## src/hdl/bcp_pkg.sv

```systemverilog
/*
 * Shared constants of the bias controller register bank: register select
 * codes, field positions, reset values and the FIFO channel tag codes.
 * Assumes a serial front end that decodes frames into register accesses.
 */
package bcp_pkg;

    // ------------------------------------------------------------------
    // Register select codes
    // ------------------------------------------------------------------
    localparam logic [1:0] SEL_POWER_DOWN = 2'h0;
    localparam logic [1:0] SEL_DAC_LOAD   = 2'h1;
    localparam logic [1:0] SEL_MESSAGE    = 2'h2;
    localparam logic [1:0] SEL_FIFO_READ  = 2'h3;

    // ------------------------------------------------------------------
    // Power-down control fields
    // ------------------------------------------------------------------
    localparam int PD_SLEEP_BIT    = 5;
    localparam int PD_REF_ON_BIT   = 4;
    localparam int PD_WDOG_OFF_BIT = 3;
    localparam int PD_OSC_OFF_BIT  = 2;
    localparam int PD_CH2_OFF_BIT  = 1;
    localparam int PD_CH1_OFF_BIT  = 0;
    localparam int PD_WIDTH        = 6;
    localparam logic [PD_WIDTH-1:0] PD_RESET = 6'h03;

    // ------------------------------------------------------------------
    // Load command and message fields
    // ------------------------------------------------------------------
    localparam int LD_CH2_BIT   = 1;
    localparam int LD_CH1_BIT   = 0;
    localparam int MSG_LEN_LSB  = 8;
    localparam int FIELD_W      = 8;
    localparam logic [FIELD_W-1:0] MSG_FIELD_RESET = 8'h00;

    // ------------------------------------------------------------------
    // FIFO word layout and tags
    // ------------------------------------------------------------------
    localparam int DATA_W  = 12;
    localparam int TAG_W   = 4;
    localparam int WORD_W  = 16;
    localparam logic [TAG_W-1:0] TAG_AVG_BASE = 4'h8;
    localparam logic [TAG_W-1:0] TAG_ERROR    = 4'he;
    localparam logic [TAG_W-1:0] TAG_EMPTY    = 4'hf;

    typedef enum logic [1:0] {
        BCP_SRC_STREAM,
        BCP_SRC_ADC,
        BCP_SRC_AVG,
        BCP_SRC_ERROR
    } bcp_src_kind_t;

endpackage

```

## src/hdl/bcp_regs.sv

```systemverilog
/*
 * Register bank of the dual-channel bias controller: power-down control,
 * DAC load command, message read setup and the tagged FIFO read port with
 * a two-entry buffer in front of it.
 * Assumes a serial front end presenting one-cycle read and write strobes
 * with a register select, and producers synchronous to sys_clk.
 */
`timescale 1ns/1ps

// Overview of operation
// - Power-down bit five shuts every section; clearing it wakes; resets zero.
// - Reference-keep-on holds reference powered unless asleep; else only during conversions.
// - Watchdog oscillator off bit stops the watchdog oscillator; resets zero.
// - Main oscillator off bit stops the internal oscillator; resets zero.
// - Channel converter off bits power down DAC and amplifier; reset one.
// - Load bit copies that channel's input register into its output register.
// - Message length field plus one gives words read; resets zero.
// - Message address field gives the starting memory word; resets zero.
// - FIFO word: data in low twelve bits, tag or upper data above.
// - ADC monitoring tags samples by source codes zero through six.
// - Averaging monitor tags averages with codes eight through eleven.
// - Tag fourteen marks a word whose data may be corrupted.
// - Read of empty FIFO returns tag fifteen with flag register value.
// - Empty flag is one with no data, zero once a word enters.
module bcp_regs
    import bcp_pkg::*;
#(
    parameter int DATA_BITS = 12
) (
    input  wire logic                 sys_clk,
    input  wire logic                 sys_rst,
    input  wire logic                 reg_wr,
    input  wire logic                 reg_rd,
    input  wire logic [1:0]           reg_sel,
    input  wire logic [WORD_W-1:0]    reg_wdata,
    output logic      [WORD_W-1:0]    reg_rdata,
    output logic                      reg_rvalid,
    input  wire logic                 adc_conv_active,
    input  wire logic                 adc_monitor_enable,
    input  wire logic                 average_monitor_enable,
    input  wire logic [DATA_BITS-1:0] flag_value,
    input  wire logic [DATA_BITS-1:0] ch1_dac_input,
    input  wire logic [DATA_BITS-1:0] ch2_dac_input,
    output logic      [DATA_BITS-1:0] ch1_dac_output,
    output logic      [DATA_BITS-1:0] ch2_dac_output,
    output logic                      whole_part_sleep,
    output logic                      reference_on,
    output logic                      watchdog_osc_run,
    output logic                      main_osc_run,
    output logic                      ch1_converter_off,
    output logic                      ch2_converter_off,
    output logic      [FIELD_W-1:0]   message_length,
    output logic      [FIELD_W-1:0]   message_start_addr,
    output logic      [FIELD_W:0]     message_word_count,
    output logic                      message_start,
    input  wire logic                 src_valid,
    output logic                      src_ready,
    input  wire logic [1:0]           src_kind,
    input  wire logic [2:0]           src_index,
    input  wire logic [WORD_W-1:0]    src_word,
    output logic                      queue_empty_flag
);

    // ------------------------------------------------------------------
    // Register storage
    // ------------------------------------------------------------------
    logic [PD_WIDTH-1:0] pd_reg;
    logic [FIELD_W-1:0]  msg_len_reg;
    logic [FIELD_W-1:0]  msg_addr_reg;
    logic [DATA_BITS-1:0] ch1_out_reg;
    logic [DATA_BITS-1:0] ch2_out_reg;
    logic                 msg_start_reg;
    logic [WORD_W-1:0]    rdata_reg;
    logic                 rvalid_reg;

    logic                 wr_pd;
    logic                 wr_ld;
    logic                 wr_msg;
    logic                 rd_any;
    logic                 rd_fifo;

    assign wr_pd   = reg_wr && (reg_sel == SEL_POWER_DOWN);
    assign wr_ld   = reg_wr && (reg_sel == SEL_DAC_LOAD);
    assign wr_msg  = reg_wr && (reg_sel == SEL_MESSAGE);
    assign rd_any  = reg_rd;
    assign rd_fifo = reg_rd && (reg_sel == SEL_FIFO_READ);

    // ------------------------------------------------------------------
    // Power-down control
    // ------------------------------------------------------------------
    // Unused bits dropped.
    always_ff @(posedge sys_clk) begin
        if (sys_rst) begin
            pd_reg <= PD_RESET;
        end else if (wr_pd) begin
            pd_reg <= reg_wdata[PD_WIDTH-1:0];
        end
    end

    // Outputs are registered so the analog enables never glitch when the
    // keep-on bit and the conversion request change in the same cycle.
    always_ff @(posedge sys_clk) begin
        if (sys_rst) begin
            whole_part_sleep  <= 1'b0;
            reference_on      <= 1'b0;
            watchdog_osc_run  <= 1'b1;
            main_osc_run      <= 1'b1;
            ch1_converter_off <= 1'b1;
            ch2_converter_off <= 1'b1;
        end else begin
            whole_part_sleep  <= pd_reg[PD_SLEEP_BIT];
            reference_on      <= !pd_reg[PD_SLEEP_BIT] &&
                                 (pd_reg[PD_REF_ON_BIT] || adc_conv_active);
            watchdog_osc_run  <= !pd_reg[PD_SLEEP_BIT] &&
                                 !pd_reg[PD_WDOG_OFF_BIT];
            main_osc_run      <= !pd_reg[PD_SLEEP_BIT] &&
                                 !pd_reg[PD_OSC_OFF_BIT];
            ch1_converter_off <= pd_reg[PD_SLEEP_BIT] ||
                                 pd_reg[PD_CH1_OFF_BIT];
            ch2_converter_off <= pd_reg[PD_SLEEP_BIT] ||
                                 pd_reg[PD_CH2_OFF_BIT];
        end
    end

    // ------------------------------------------------------------------
    // DAC load command
    // ------------------------------------------------------------------
    // One-shot input copy; nothing of the command is kept.
    always_ff @(posedge sys_clk) begin
        if (sys_rst) begin
            ch1_out_reg <= '0;
            ch2_out_reg <= '0;
        end else begin
            if (wr_ld && reg_wdata[LD_CH1_BIT]) begin
                ch1_out_reg <= ch1_dac_input;
            end
            if (wr_ld && reg_wdata[LD_CH2_BIT]) begin
                ch2_out_reg <= ch2_dac_input;
            end
        end
    end

    assign ch1_dac_output = ch1_out_reg;
    assign ch2_dac_output = ch2_out_reg;

    // ------------------------------------------------------------------
    // Message read setup
    // ------------------------------------------------------------------
    // Length field store.
    always_ff @(posedge sys_clk) begin
        if (sys_rst) begin
            msg_len_reg        <= MSG_FIELD_RESET;
            msg_addr_reg       <= MSG_FIELD_RESET;
            message_word_count <= {1'b0, MSG_FIELD_RESET} + 9'h001;
            msg_start_reg      <= 1'b0;
        end else begin
            msg_start_reg <= wr_msg;
            if (wr_msg) begin
                msg_len_reg        <= reg_wdata[MSG_LEN_LSB +: FIELD_W];
                msg_addr_reg       <= reg_wdata[FIELD_W-1:0];
                // Words read is length plus one.
                message_word_count <= {1'b0,
                                       reg_wdata[MSG_LEN_LSB +: FIELD_W]}
                                      + 9'h001;
            end
        end
    end

    assign message_length     = msg_len_reg;
    assign message_start_addr = msg_addr_reg;
    assign message_start      = msg_start_reg;

    // ------------------------------------------------------------------
    // Tagging of incoming words
    // ------------------------------------------------------------------
    logic [WORD_W-1:0] tagged_word;
    logic              src_keep;

    always_comb begin
        tagged_word = src_word;
        src_keep    = 1'b1;
        unique case (bcp_src_kind_t'(src_kind))
            BCP_SRC_STREAM: begin
                tagged_word = src_word;
            end
            BCP_SRC_ADC: begin
                tagged_word = {1'b0, src_index, src_word[DATA_W-1:0]};
                src_keep    = adc_monitor_enable;
            end
            BCP_SRC_AVG: begin
                tagged_word = {TAG_AVG_BASE | {2'b00, src_index[1:0]},
                               src_word[DATA_W-1:0]};
                src_keep    = average_monitor_enable;
            end
            BCP_SRC_ERROR: begin
                tagged_word = {TAG_ERROR, src_word[DATA_W-1:0]};
            end
        endcase
    end

    // ------------------------------------------------------------------
    // Two-entry buffer
    // ------------------------------------------------------------------
    // Words whose monitor bit is clear are accepted and dropped, so a
    // producer of a mode that the host has turned off stalls only while the buffer holds two words.
    logic [WORD_W-1:0] buf_mem [2];
    logic              wr_ptr_reg;
    logic              rd_ptr_reg;
    logic [1:0]        count_reg;
    logic [1:0]        count_next;
    logic              push;
    logic              pop;

    assign src_ready  = (count_reg != 2'h2);
    assign push       = src_valid && src_ready && src_keep;
    assign pop        = rd_fifo && (count_reg != 2'h0);
    assign count_next = count_reg + {1'b0, push} - {1'b0, pop};

    always_ff @(posedge sys_clk) begin
        if (push) begin
            buf_mem[wr_ptr_reg] <= tagged_word;
        end
    end

    always_ff @(posedge sys_clk) begin
        if (sys_rst) begin
            wr_ptr_reg <= 1'b0;
            rd_ptr_reg <= 1'b0;
            count_reg  <= 2'h0;
        end else begin
            wr_ptr_reg <= wr_ptr_reg ^ push;
            rd_ptr_reg <= rd_ptr_reg ^ pop;
            count_reg  <= count_next;
        end
    end

    always_ff @(posedge sys_clk) begin
        if (sys_rst) begin
            queue_empty_flag <= 1'b1;
        end else begin
            queue_empty_flag <= (count_next == 2'h0);
        end
    end

    // ------------------------------------------------------------------
    // Read data path
    // ------------------------------------------------------------------
    logic [WORD_W-1:0] rdata_next;

    always_comb begin
        rdata_next = '0;
        unique case (reg_sel)
            SEL_POWER_DOWN: begin
                rdata_next = {{(WORD_W-PD_WIDTH){1'b0}}, pd_reg};
            end
            SEL_DAC_LOAD: begin
                rdata_next = '0;
            end
            SEL_MESSAGE: begin
                rdata_next = {msg_len_reg, msg_addr_reg};
            end
            SEL_FIFO_READ: begin
                if (count_reg == 2'h0) begin
                    rdata_next = {TAG_EMPTY, flag_value[DATA_W-1:0]};
                end else begin
                    rdata_next = buf_mem[rd_ptr_reg];
                end
            end
        endcase
    end

    always_ff @(posedge sys_clk) begin
        if (sys_rst) begin
            rdata_reg  <= '0;
            rvalid_reg <= 1'b0;
        end else begin
            rvalid_reg <= rd_any;
            if (rd_any) begin
                rdata_reg <= rdata_next;
            end
        end
    end

    assign reg_rdata  = rdata_reg;
    assign reg_rvalid = rvalid_reg;

endmodule

```

## config.mk

```make
export PLATFORM = sky130hd
export DESIGN_NAME = bcp_regs
export DESIGN_NICKNAME = d
export VERILOG_FILES = /design/src/hdl/bcp_pkg.sv /design/src/hdl/bcp_regs.sv
export SDC_FILE = /design/constraint.sdc
export NUM_CORES = 1
export LEC_CHECK = 0
export ABC_AREA = 1
export BUFFER_PORTS_ARGS = -buffer_cell sky130_fd_sc_hd__buf_2
export CORE_ASPECT_RATIO = 2
export CORE_MARGIN = 2
export CORE_UTILIZATION = 45
export DETAILED_ROUTE_END_ITERATION = 8
export GPL_TIMING_DRIVEN = 0
export PLACE_DENSITY = 0.84
export SYNTH_ARGS = -nofsm -noshare
export SYNTH_HDL_FRONTEND = slang
export SYNTH_SLANG_ARGS = --single-unit
export TNS_END_PERCENT = 50
```

## constraint.sdc

```tcl
create_clock -name sys_clk -period 2.03 [get_ports sys_clk]
set_input_delay 0.203 -clock sys_clk [delete_from_list [all_inputs] [get_ports sys_clk]]
set_output_delay 0.203 -clock sys_clk [all_outputs]
set_load 0.005 [all_outputs]
```

==> flow_metrics.tcl, run 1 <==
set metrics [dict create \
    status "finished clean" \
    vdd_drop_max_mv 0.882 \
    portion_of_netlist_area_occupied_by_mux_cells_pct 0 \
    number_of_global_route_vias_before_repair 4304 \
    crit_path_frequent_cell "inv_1" \
    post_layout_nonfiller_instances 897 \
    dpl.cell_count 852 \
    syn_nets 653 \
    synth_top_cell_by_area "dfxtp_1" \
    critPathTopFamily "adder cells" \
    place_congestion 0.868 \
    synth.cell_area_um2 4710 \
    power.switching_fraction_pct 26.1 \
    critical_path_required_ns 2.30 \
    clkSlewWorstSetupHoldPaths_ns 0.06 \
    die_h_um 149 \
    share_comb_of_total_power_pct 11.4 \
    p_int_uw 4420 \
    power-per-cell-area_nw_per_um2 942 \
    final_design_area_no_fill_um2 6350 \
    top_achievable_clock_speed_ghz 0.543 \
    route.detailed.drc 0 \
    total_power_uw 5980 \
    net-switching-power_uw 1560 \
    share_of_synthesized_cell_area_in_full_adder_half_adder_and_majority_cells_pct 2.39 \
    clock_network_fraction_of_design_power_pct 45.5 \
    core_area_um2 10100 \
    floorplan.rows 52 \
    mostFrequentLayoutCell "buf_2" \
    largest_register_ffs 32 \
    post-synth-top-area-fraction_pct 35.7 \
    final_hold_vios 0 \
    synth-seq-area-share_pct 56.2 \
    floorplan.io_pins 158 \
    grt_antenna_before_repair 0 \
    vias 4497 \
    tritoncts "yes" \
    setup.reg_to_reg.worst_slack_ns 0.19 \
    post_cts_buffers 0 \
    floorplan.die_area_um2 11300 \
    ratio_of_cells_with_drive_above_1_in_the_final_layout_pct 27.6 \
    mostFrequentLayoutCells "buf_2, nand2_1, dfxtp_1" \
    global_route.usage.total_pct 23.3 \
    maxSlewHeadroom_pct 57.6 \
    clock-sinks 116 \
    regToRegStartpoint "count_reg[0]" \
    timing.final.setup_violations 0 \
    grt_max_degree 17 \
    critical_path.startpoint_type "register" \
    routed_wirelength_mm 13.1 \
    gr-total-overflow 0 \
    timing.reg2reg.worst_path_depth 10 \
    cts-root-buf "clkbuf_16" \
    num-fill-cells 910 \
    drt_via_density 5.01 \
    grt_setup_unrepaired "false" \
    largest-register "buf_mem" \
    path_buf_inv 3 \
    synth_top_family_by_area "simple AND/OR/NAND/NOR gates" \
    post-route-min-period_ns 1.84 \
    count_of_cell_instances_traversed_by_the_critical_path 10 \
    post_synth_and_or_nand_nor_area_fraction_pct 20.2 \
    worst_pin_slew_ns 0.636 \
    synth_xor_xnor_area_share_pct 1.12 \
    layout_worst_path_cycle_share_pct 90.7 \
    first_pass_iters 5 \
    clock_tree.buffer_depth 2 \
    grt_pass1_wl_mm 20.3 \
    detail_route.wl_per_cell_um 14.6 \
    synth-compound-area-share_pct 13.8 \
    seqPwrFrac_pct 43.1 \
    setup_tns_ns 0 \
    detailedRoute.firstIterationViolations 272 \
    ys_ff_latch 116 \
    finish.net_count 841 \
    cellLeakagePower_uw 0.00293 \
    finalClockSkew_ns 0.00629 \
    synth_cells 561 \
    max_cap_viol_count 0 \
    hpwl_mm 9.93 \
    postPlaceCellArea_um2 5660 \
    cts_max_level 4 \
    library_cell_contributing_the_largest_single_delay_on_the_critical_path "dfxtp_1" \
    worstSkewPairLatency_ns 0.42 \
    slew_viol_final 0 \
    cp-endpoint "queue_empty_flag" \
    slowest_cell_delay_on_critical_path_ns 0.35 \
    yosys.cell_types.count 25 \
    post_synthesis_area_per_instance_um2 8.39 \
    area_delta_synth_final_pct 35.0 \
    post_synth_main_area_contributors "dfxtp_1, edfxtp_1, nand2_1" \
    timing.setup.critical_path_class "reg2reg" \
    antenna_cells_inserted 0 \
    setup.worst_path.end_class "register" \
    yosysWarningCount 0 \
    worst_hold_path_type "in2reg" \
    crit_path_cell_trace "inv_1 > nand2_1 > nand2_1 > a31oi_2 > inv_1 > ha_1 > inv_1 > ha_1 > xor2_1 > o21ai_0" \
    timing.critical_path.fanout_max 3 \
    start_util_pct 46.4 \
    crit-reg2reg-capture "queue_empty_flag" \
    die_w_um 76.3 \
    timing.critical_path.from "count_reg[0]" \
    port_buffers 156 \
    critPathArrivalTime_ns 2.12 \
    cts_inserted_buffers 17 \
    antenna_violating_nets_post_route 0 \
    post-route-util_pct 62.6 \
]
synth_stat cells:
| cell | instances |
|---|---|
| nand2_1 | 128 |
| dfxtp_1 | 84 |
| a21oi_1 | 65 |
| nor2_1 | 54 |
| o21ai_0 | 46 |
| inv_1 | 44 |
| nand3_1 | 44 |
| edfxtp_1 | 32 |
| clkbuf_1 | 16 |
| buf_2 | 9 |
| ha_1 | 9 |
| a31oi_1 | 4 |
| o211ai_1 | 4 |
| xor2_1 | 4 |
| buf_4 | 3 |
| o21a_1 | 3 |
| inv_2 | 2 |
| nand2_2 | 2 |
| xnor2_1 | 2 |
| a211oi_1 | 1 |
| nor2_2 | 1 |
| nor3_1 | 1 |
| nor3_4 | 1 |
| o21bai_1 | 1 |
| or2_2 | 1 |
worst min-delay path by stage:
stage / depth (start not counted) / end / from
after floorplan: 0 / buf_mem[0][0] / src_word[0]
after global placement: 1 / buf_mem[0][8] / src_word[8]
after detailed placement: 1 / buf_mem[0][10] / src_word[10]
after CTS: 3 / message_start_addr[7] / reg_wdata[7]
after global routing: 3 / message_start_addr[6] / reg_wdata[6]
final: 3 / message_start_addr[7] / reg_wdata[7]
logic make-up (layout without fill, tap and decap cells):
group	Yosys count	in the layout
AND/OR/NAND/NOR	232	232
AO/OA/AOI/OAI	124	124
flip-flops	116	116
buffers and inverters	74	275
adder cells (fa/ha/maj)	9	9
XOR/XNOR	6	6
repair_timing:
item / 4_1_cts / 5_1_grt
hold endpoints to repair: 25 / 0
hold buffers: 13 / 0
endpoints found under the setup margin: 6 / 2
resized for setup: 2 / 1
final cells by class:
type	count	area [um^2]	share of cell area [%]
sequential	116	2640	41.6
inverter	46	173	2.72
multi-input combinational	371	1770	27.9
clock buffer	18	450	7.09
timing repair buffer	169	911	14.3
tap	135	169	2.66
clock inverter	14	104	1.64
buffer	28	128	2.01
stage by stage:
stage	hold WS, ns	worst slack [ns]
finish	0.0168	0.188
global route	0.0314	0.00861
CTS	0.00725	0.0475
detailed placement	0.394	-0.0972
global placement	0.392	-0.0451
floorplan	0.302	0.409
per-layer routing:
metal | up-vias | global-route usage [%] | share of wire [%]
met1 | 2038 | 21.6 | 35
met3 | 44 | 6.01 | 5.3
met5 | - | 0 | 0
li1 | 2226 | - | -
met2 | 189 | 43.8 | 56
met4 | 0 | 15.3 | 4.4
power groups by stage:
| stage | Combinational, uW | Clock (uW) | Sequential (uW) |
|---|---|---|---|
| global placement | 639 | 0 | 2620 |
| floorplan | 365 | 0 | 2620 |
| global route | 767 | 2870 | 2590 |
| finish | 684 | 2720 | 2580 |
| CTS | 681 | 2760 | 2580 |
| detailed placement | 653 | 0 | 2630 |
worst min-delay path, stage by stage:
cell    delay, ns
buf_2        0.08
nor2_1       0.03
nor2_1       0.08
Note: power is estimated with default switching activity, not from simulation.
==> inputs of run 2 (changes only) <==
ABC_AREA = default   (was 1)
PLACE_DENSITY = 0.83   (was 0.84)
SKIP_LAST_GASP = 1   (was default)
==> run 2 against run 1 <==
Critical endpoint unchanged. Largest power group unchanged. Total power up 10%. Utilization up 0.43 points. Non-clock buffer count up 4. Combinational power up 9.2%. Clock power up 20%.
==> flow_metrics.tcl, run 2 <==
set metrics [dict create \
    status "finished clean" \
    largest-register "buf_mem" \
    mostFrequentLayoutCells "buf_2, nand2_1, dfxtp_1" \
    layout_worst_path_cycle_share_pct 94.9 \
    power.switching_fraction_pct 23.4 \
    top_achievable_clock_speed_ghz 0.519 \
    synth.cell_area_um2 4870 \
    slew_viol_final 0 \
    synth_top_cell_by_area "dfxtp_1" \
    grt_antenna_before_repair 0 \
    gr-total-overflow 0 \
    hpwl_mm 9.95 \
    floorplan.rows 53 \
    synth_xor_xnor_area_share_pct 1.26 \
    yosys.cell_types.count 46 \
    port_buffers 155 \
    regToRegStartpoint "count_reg[1]" \
    timing.critical_path.fanout_max 10 \
    cp-endpoint "queue_empty_flag" \
    antenna_violating_nets_post_route 0 \
    core_area_um2 10500 \
    cts_max_level 4 \
    p_int_uw 5040 \
    tritoncts "yes" \
    vias 4296 \
    synth-seq-area-share_pct 54.2 \
    ys_ff_latch 116 \
    number_of_global_route_vias_before_repair 4392 \
    start_util_pct 46.2 \
    power-per-cell-area_nw_per_um2 991 \
    synth_cells 489 \
    die_h_um 151 \
    finish.net_count 767 \
    post_synth_most_frequent_cells "nand2_1, dfxtp_1, a21oi_1" \
    post-synth-top-area-fraction_pct 34.5 \
    synth_top_family_by_area "simple AND/OR/NAND/NOR gates" \
    cts_inserted_buffers 17 \
    routed_wirelength_mm 13.3 \
    dpl.cell_count 781 \
    worstSkewPairLatency_ns 0.41 \
    clkSlewWorstSetupHoldPaths_ns 0.05 \
    post_synth_main_area_contributors "dfxtp_1, edfxtp_1, nand2_1" \
    drt_via_density 5.21 \
    clock-sinks 116 \
    synth-compound-area-share_pct 14.2 \
    setup.reg_to_reg.worst_slack_ns 0.10 \
    mostFrequentLayoutCell "buf_2" \
    post_layout_nonfiller_instances 825 \
    cellLeakagePower_uw 0.00281 \
    share_of_synthesized_cell_area_in_full_adder_half_adder_and_majority_cells_pct 2.31 \
    post-route-min-period_ns 1.93 \
    worst_pin_slew_ns 0.668 \
    share_comb_of_total_power_pct 11.3 \
    final_hold_vios 0 \
    cts-root-buf "clkbuf_16" \
    timing.critical_path.from "count_reg[1]" \
    floorplan.io_pins 158 \
    setup.worst_path.end_class "register" \
    maxSlewHeadroom_pct 55.5 \
    area_delta_synth_final_pct 36.3 \
    timing.reg2reg.worst_path_depth 10 \
    postSynth.asyncResetShare_pct 0 \
    seqPwrFrac_pct 39.2 \
    yosysWarningCount 0 \
    grt_max_degree 17 \
    grt_setup_unrepaired "false" \
    timing.setup.critical_path_class "reg2reg" \
    floorplan.die_area_um2 11700 \
    yosys_most_used_dff "dfxtp_1" \
    largest_register_ffs 32 \
    setup_tns_ns 0 \
    post-synth-top-count-cell "nand2_1" \
    clock_tree.buffer_depth 2 \
    detail_route.wl_per_cell_um 16.1 \
    global_route.usage.total_pct 23.2 \
    net-switching-power_uw 1540 \
    clock_network_fraction_of_design_power_pct 49.5 \
    detailedRoute.firstIterationViolations 287 \
    antenna_cells_inserted 0 \
    crit-reg2reg-capture "queue_empty_flag" \
    first_pass_iters 6 \
    critical_path.startpoint_type "register" \
    vdd_drop_max_mv 0.639 \
    die_w_um 77.6 \
    worst_hold_path_type "in2reg" \
    portion_of_netlist_area_occupied_by_mux_cells_pct 5.03 \
    post_synth_and_or_nand_nor_area_fraction_pct 17.2 \
    post_synthesis_area_per_instance_um2 9.97 \
    critical_path_required_ns 2.32 \
    route.detailed.drc 0 \
    timing.final.setup_violations 0 \
    place_congestion 0.861 \
    ratio_of_cells_with_drive_above_1_in_the_final_layout_pct 33.3 \
    finalClockSkew_ns 0.00718 \
    critPathArrivalTime_ns 2.22 \
    syn_nets 581 \
    max_cap_viol_count 0 \
    post_synth_edffs 32 \
    grt_pass1_wl_mm 20.8 \
]
## run 2: critical path, cell delays in order, from the launching register on
cell and delay (ns):
dfxtp_1 0.30, buf_6 0.13, buf_6 0.14, o2111ai_4 0.21, inv_1 0.07, ha_1 0.28
inv_1 0.05, ha_1 0.15, xnor3_4 0.34, nor2_4 0.10, nor2_1 0.05
## run 2: layout make-up
| cell class | count | area, um^2 |
|---|---|---|
| flip-flops and latches | 116 | 2650 |
| multi-input cells | 330 | 1980 |
| well taps | 137 | 171 |
| repair buffers | 167 | 896 |
| plain buffers | 34 | 258 |
| inverters | 9 | 33.8 |
| clock buffers | 19 | 464 |
| clock inverters | 13 | 193 |
| fillers | 856 | 3900 |
## run 2: repair_timing
item	in CTS	in global routing
hold buffers	12	0
hold endpoints to repair	24	0
resized for setup	2	10
endpoints found under the setup margin	34	34
buffers inserted	0	0
## run 2: per-layer routing
| layer | vias up | GRT usage, % | share of wire (%) |
|---|---|---|---|
| met5 | - | 0 | 0 |
| met1 | 1985 | 20.5 | 34 |
| met2 | 192 | 45.0 | 56 |
| met3 | 38 | 7.09 | 6.2 |
| met4 | 0 | 12.8 | 3.6 |
| li1 | 2081 | - | - |
## run 2: worst min path at each step
stage	startpoint	endpoint	slack (ns)	cells past startpoint
final	ch1_dac_input[7]	ch1_dac_output[7]	0.04	3
after global routing	ch1_dac_input[11]	ch1_dac_output[11]	0.02	3
after CTS	ch1_dac_input[7]	ch1_dac_output[7]	0.02	3
after detailed placement	src_word[9]	buf_mem[0][9]	0.39	1
after global placement	src_word[7]	buf_mem[0][7]	0.39	1
after floorplan	src_word[0]	buf_mem[0][0]	0.30	0
## run 2: stage by stage
stage | hold WS, ns | power (uW) | utilization (%) | area, um^2 | setup slack (ns)
finish | 0.0363 | 6580 | 63.0 | 6640 | 0.103
global route | 0.0191 | 6840 | 63.0 | 6640 | 0.0133
CTS | 0.0182 | 6600 | 62.6 | 6600 | -0.113
detailed placement | 0.395 | 3330 | 55.2 | 5820 | -0.138
global placement | 0.395 | 3300 | 55.2 | 5820 | -0.0705
floorplan | 0.302 | 3040 | - | 4870 | 0.129
## run 2: logic make-up (layout without fill, tap and decap cells)
family / count (synthesis) / in the layout
AO/OA/AOI/OAI: 105 / 105
multiplexers: 24 / 24
flip-flops: 116 / 116
XOR/XNOR: 5 / 5
AND/OR/NAND/NOR: 187 / 187
adder cells (fa/ha/maj): 9 / 9
buffers and inverters: 43 / 242
## run 2: power groups by stage
stage / Sequential, uW / Clock (uW) / Combinational (uW)
floorplan: 2620 / 0 / 423
global placement: 2620 / 0 / 681
detailed placement: 2630 / 0 / 706
CTS: 2580 / 3290 / 734
global route: 2590 / 3420 / 826
finish: 2580 / 3260 / 747
==> inputs of run 3 (changes only) <==
ABC_AREA = 1   (was default)
PLACE_DENSITY = 0.84   (was 0.83)
==> run 3 against run 2 <==
Final cell count is 8.7% higher. Non-clock buffer count down 4. Die area decreased by 3.3%. First-iteration DRC count shrank 5.2%. Utilization down 0.49 points. Combinational power shrank 8.8%. Largest cell class unchanged. Largest power group unchanged.
==> flow_metrics.tcl, run 3 (synthesis gave the netlist of run 1 again) <==
set metrics [dict create \
    status "finished clean" \
    finish.net_count 841 \
    final_hold_vios 0 \
    worst_hold_path_type "in2reg" \
    detailedRoute.firstIterationViolations 272 \
    drt_via_density 5.00 \
    timing.setup.critical_path_class "reg2reg" \
    mostFrequentLayoutCells "buf_2, nand2_1, dfxtp_1" \
    top_achievable_clock_speed_ghz 0.517 \
    mostFrequentLayoutCell "buf_2" \
    finalClockSkew_ns 0.00691 \
    routed_wirelength_mm 13.1 \
    largest-register "buf_mem" \
    floorplan.die_area_um2 11300 \
    total_power_uw 5980 \
    route.detailed.drc 0 \
    clock_tree.buffer_depth 2 \
    worst_pin_slew_ns 0.634 \
    maxSlewHeadroom_pct 57.7 \
    area_delta_synth_final_pct 34.8 \
    timing.critical_path.fanout_max 3 \
    cts_max_level 4 \
    postPlaceCellArea_um2 5660 \
    floorplan.io_pins 158 \
    antenna_violating_nets_post_route 0 \
    place_worst_setup_slack_ns -0.0972 \
    gr-total-overflow 0 \
    setup.worst_path.end_class "register" \
    layout_worst_path_cycle_share_pct 95.4 \
    first_pass_iters 5 \
    met2WireLength_mm 7.27 \
    number_of_global_route_vias_before_repair 4304 \
    die_w_um 76.3 \
    top_layer_used "met4" \
    global_route.usage.total_pct 23.3 \
    critical_path_required_ns 2.30 \
    vias 4489 \
    start_util_pct 46.4 \
    clkSlewWorstSetupHoldPaths_ns 0.06 \
    timing.final.setup_violations 0 \
    core_area_um2 10100 \
    cellLeakagePower_uw 0.00293 \
    hpwl_mm 9.93 \
    critical_path.startpoint_type "register" \
    die_h_um 149 \
    num-fill-cells 909 \
    cts_inserted_buffers 17 \
    max_cap_viol_count 0 \
    grt_pass1_wl_mm 20.3 \
    worst_case_setup_margin_in_the_final_layout_ns 0.0943 \
    wl_met3_um 680 \
    cts-root-buf "clkbuf_16" \
    antenna_cells_inserted 0 \
    vdd_drop_max_mv 0.882 \
    post_layout_nonfiller_instances 897 \
    post-route-util_pct 62.5 \
    tritoncts "yes" \
    place_congestion 0.868 \
    post-route-min-period_ns 1.94 \
    worstSkewPairLatency_ns 0.42 \
    largest_register_ffs 32 \
    port_buffers 156 \
    final_design_area_no_fill_um2 6340 \
    detail_route.wl_per_cell_um 14.6 \
    slew_viol_final 0 \
    grt_antenna_before_repair 0 \
    clock-sinks 116 \
    critPathArrivalTime_ns 2.21 \
    ratio_of_cells_with_drive_above_1_in_the_final_layout_pct 27.4 \
    grt_max_degree 17 \
    grt_setup_unrepaired "true" \
    setup.reg_to_reg.worst_slack_ns 0.09 \
    power-per-cell-area_nw_per_um2 942 \
    post_cts_buffers 0 \
    floorplan.rows 52 \
    route.layer.met1.wl_mm 4.54 \
    dpl.cell_count 852 \
]
[run 3: changes by cell type in the layout (fill, tap and decap cells not counted), sizes merged, moves of 9 or more]
cell | previous run | this run
nand3 | 4 | 44
inv | 13 | 49
o21ai | 15 | 46
nand2 | 101 | 130
mux2i | 20 | 0
a21oi | 46 | 65
nor2 | 40 | 55
a311oi | 13 | 0
nor3 | 15 | 2
a211oi | 11 | 1
a211o | 9 | 0
[run 3: area by class of cell]
class	count	area, um^2	share of cell area [%]
Buffer	28	128	2.01
Clock buffer	18	450	7.10
Clock inverter	14	104	1.64
Inverter	46	173	2.72
Multi-Input combinational cell	371	1770	27.9
Sequential cell	116	2640	41.6
Tap cell	135	169	2.66
Timing Repair Buffer	169	911	14.4
[run 3: stage by stage]
stage	TNS (ns)	hold WS (ns)
3_3_place_gp	-1.40	0.392
4_1_cts	-0.00110	0.00725
2_1_floorplan	0	0.302
5_1_grt	-0.150	0.0314
6_report	0	0.0166
3_5_place_dp	-3.01	0.394
[run 3: where the power goes]
part / leakage [uW] / internal (uW) / switching, uW
sequential: 0.000982 / 2520 / 57.3
combinational: 0.00167 / 266 / 415
clock: 0.000272 / 1630 / 1080
[run 3: timing repair]
action                                  4_1_cts  5_1_grt
gates resized for setup                       1        1
endpoints found under the setup margin        6       18
hold buffers                                 13        0
hold endpoints to repair                     25        0
[run 3: path summary, 6_finish.rpt]
path | startpoint | end | cells after the start
worst min register to register | ch2_dac_output[9] | ch2_dac_output[9] | 2
worst min-delay path | reg_wdata[7] | message_start_addr[7] | 3
worst max-delay path | count_reg[0] | queue_empty_flag | 10
worst max register to register | count_reg[0] | queue_empty_flag | 10
[run 3: worst max-delay path, cell delays in order, from the launching register on]
cell and delay [ns]:
dfxtp_1 0.35, inv_1 0.05, nand2_1 0.10, nand2_1 0.06
a31oi_1 0.34, inv_1 0.11, ha_1 0.29, inv_1 0.05
ha_1 0.18, xor2_1 0.19, o21ai_0 0.09
[run 3: metal layers]
layer,vias to the layer above,track usage (%)
met5,-,0
met4,0,15.3
met3,47,6.01
met2,191,43.8
met1,2025,21.6
li1,2226,-
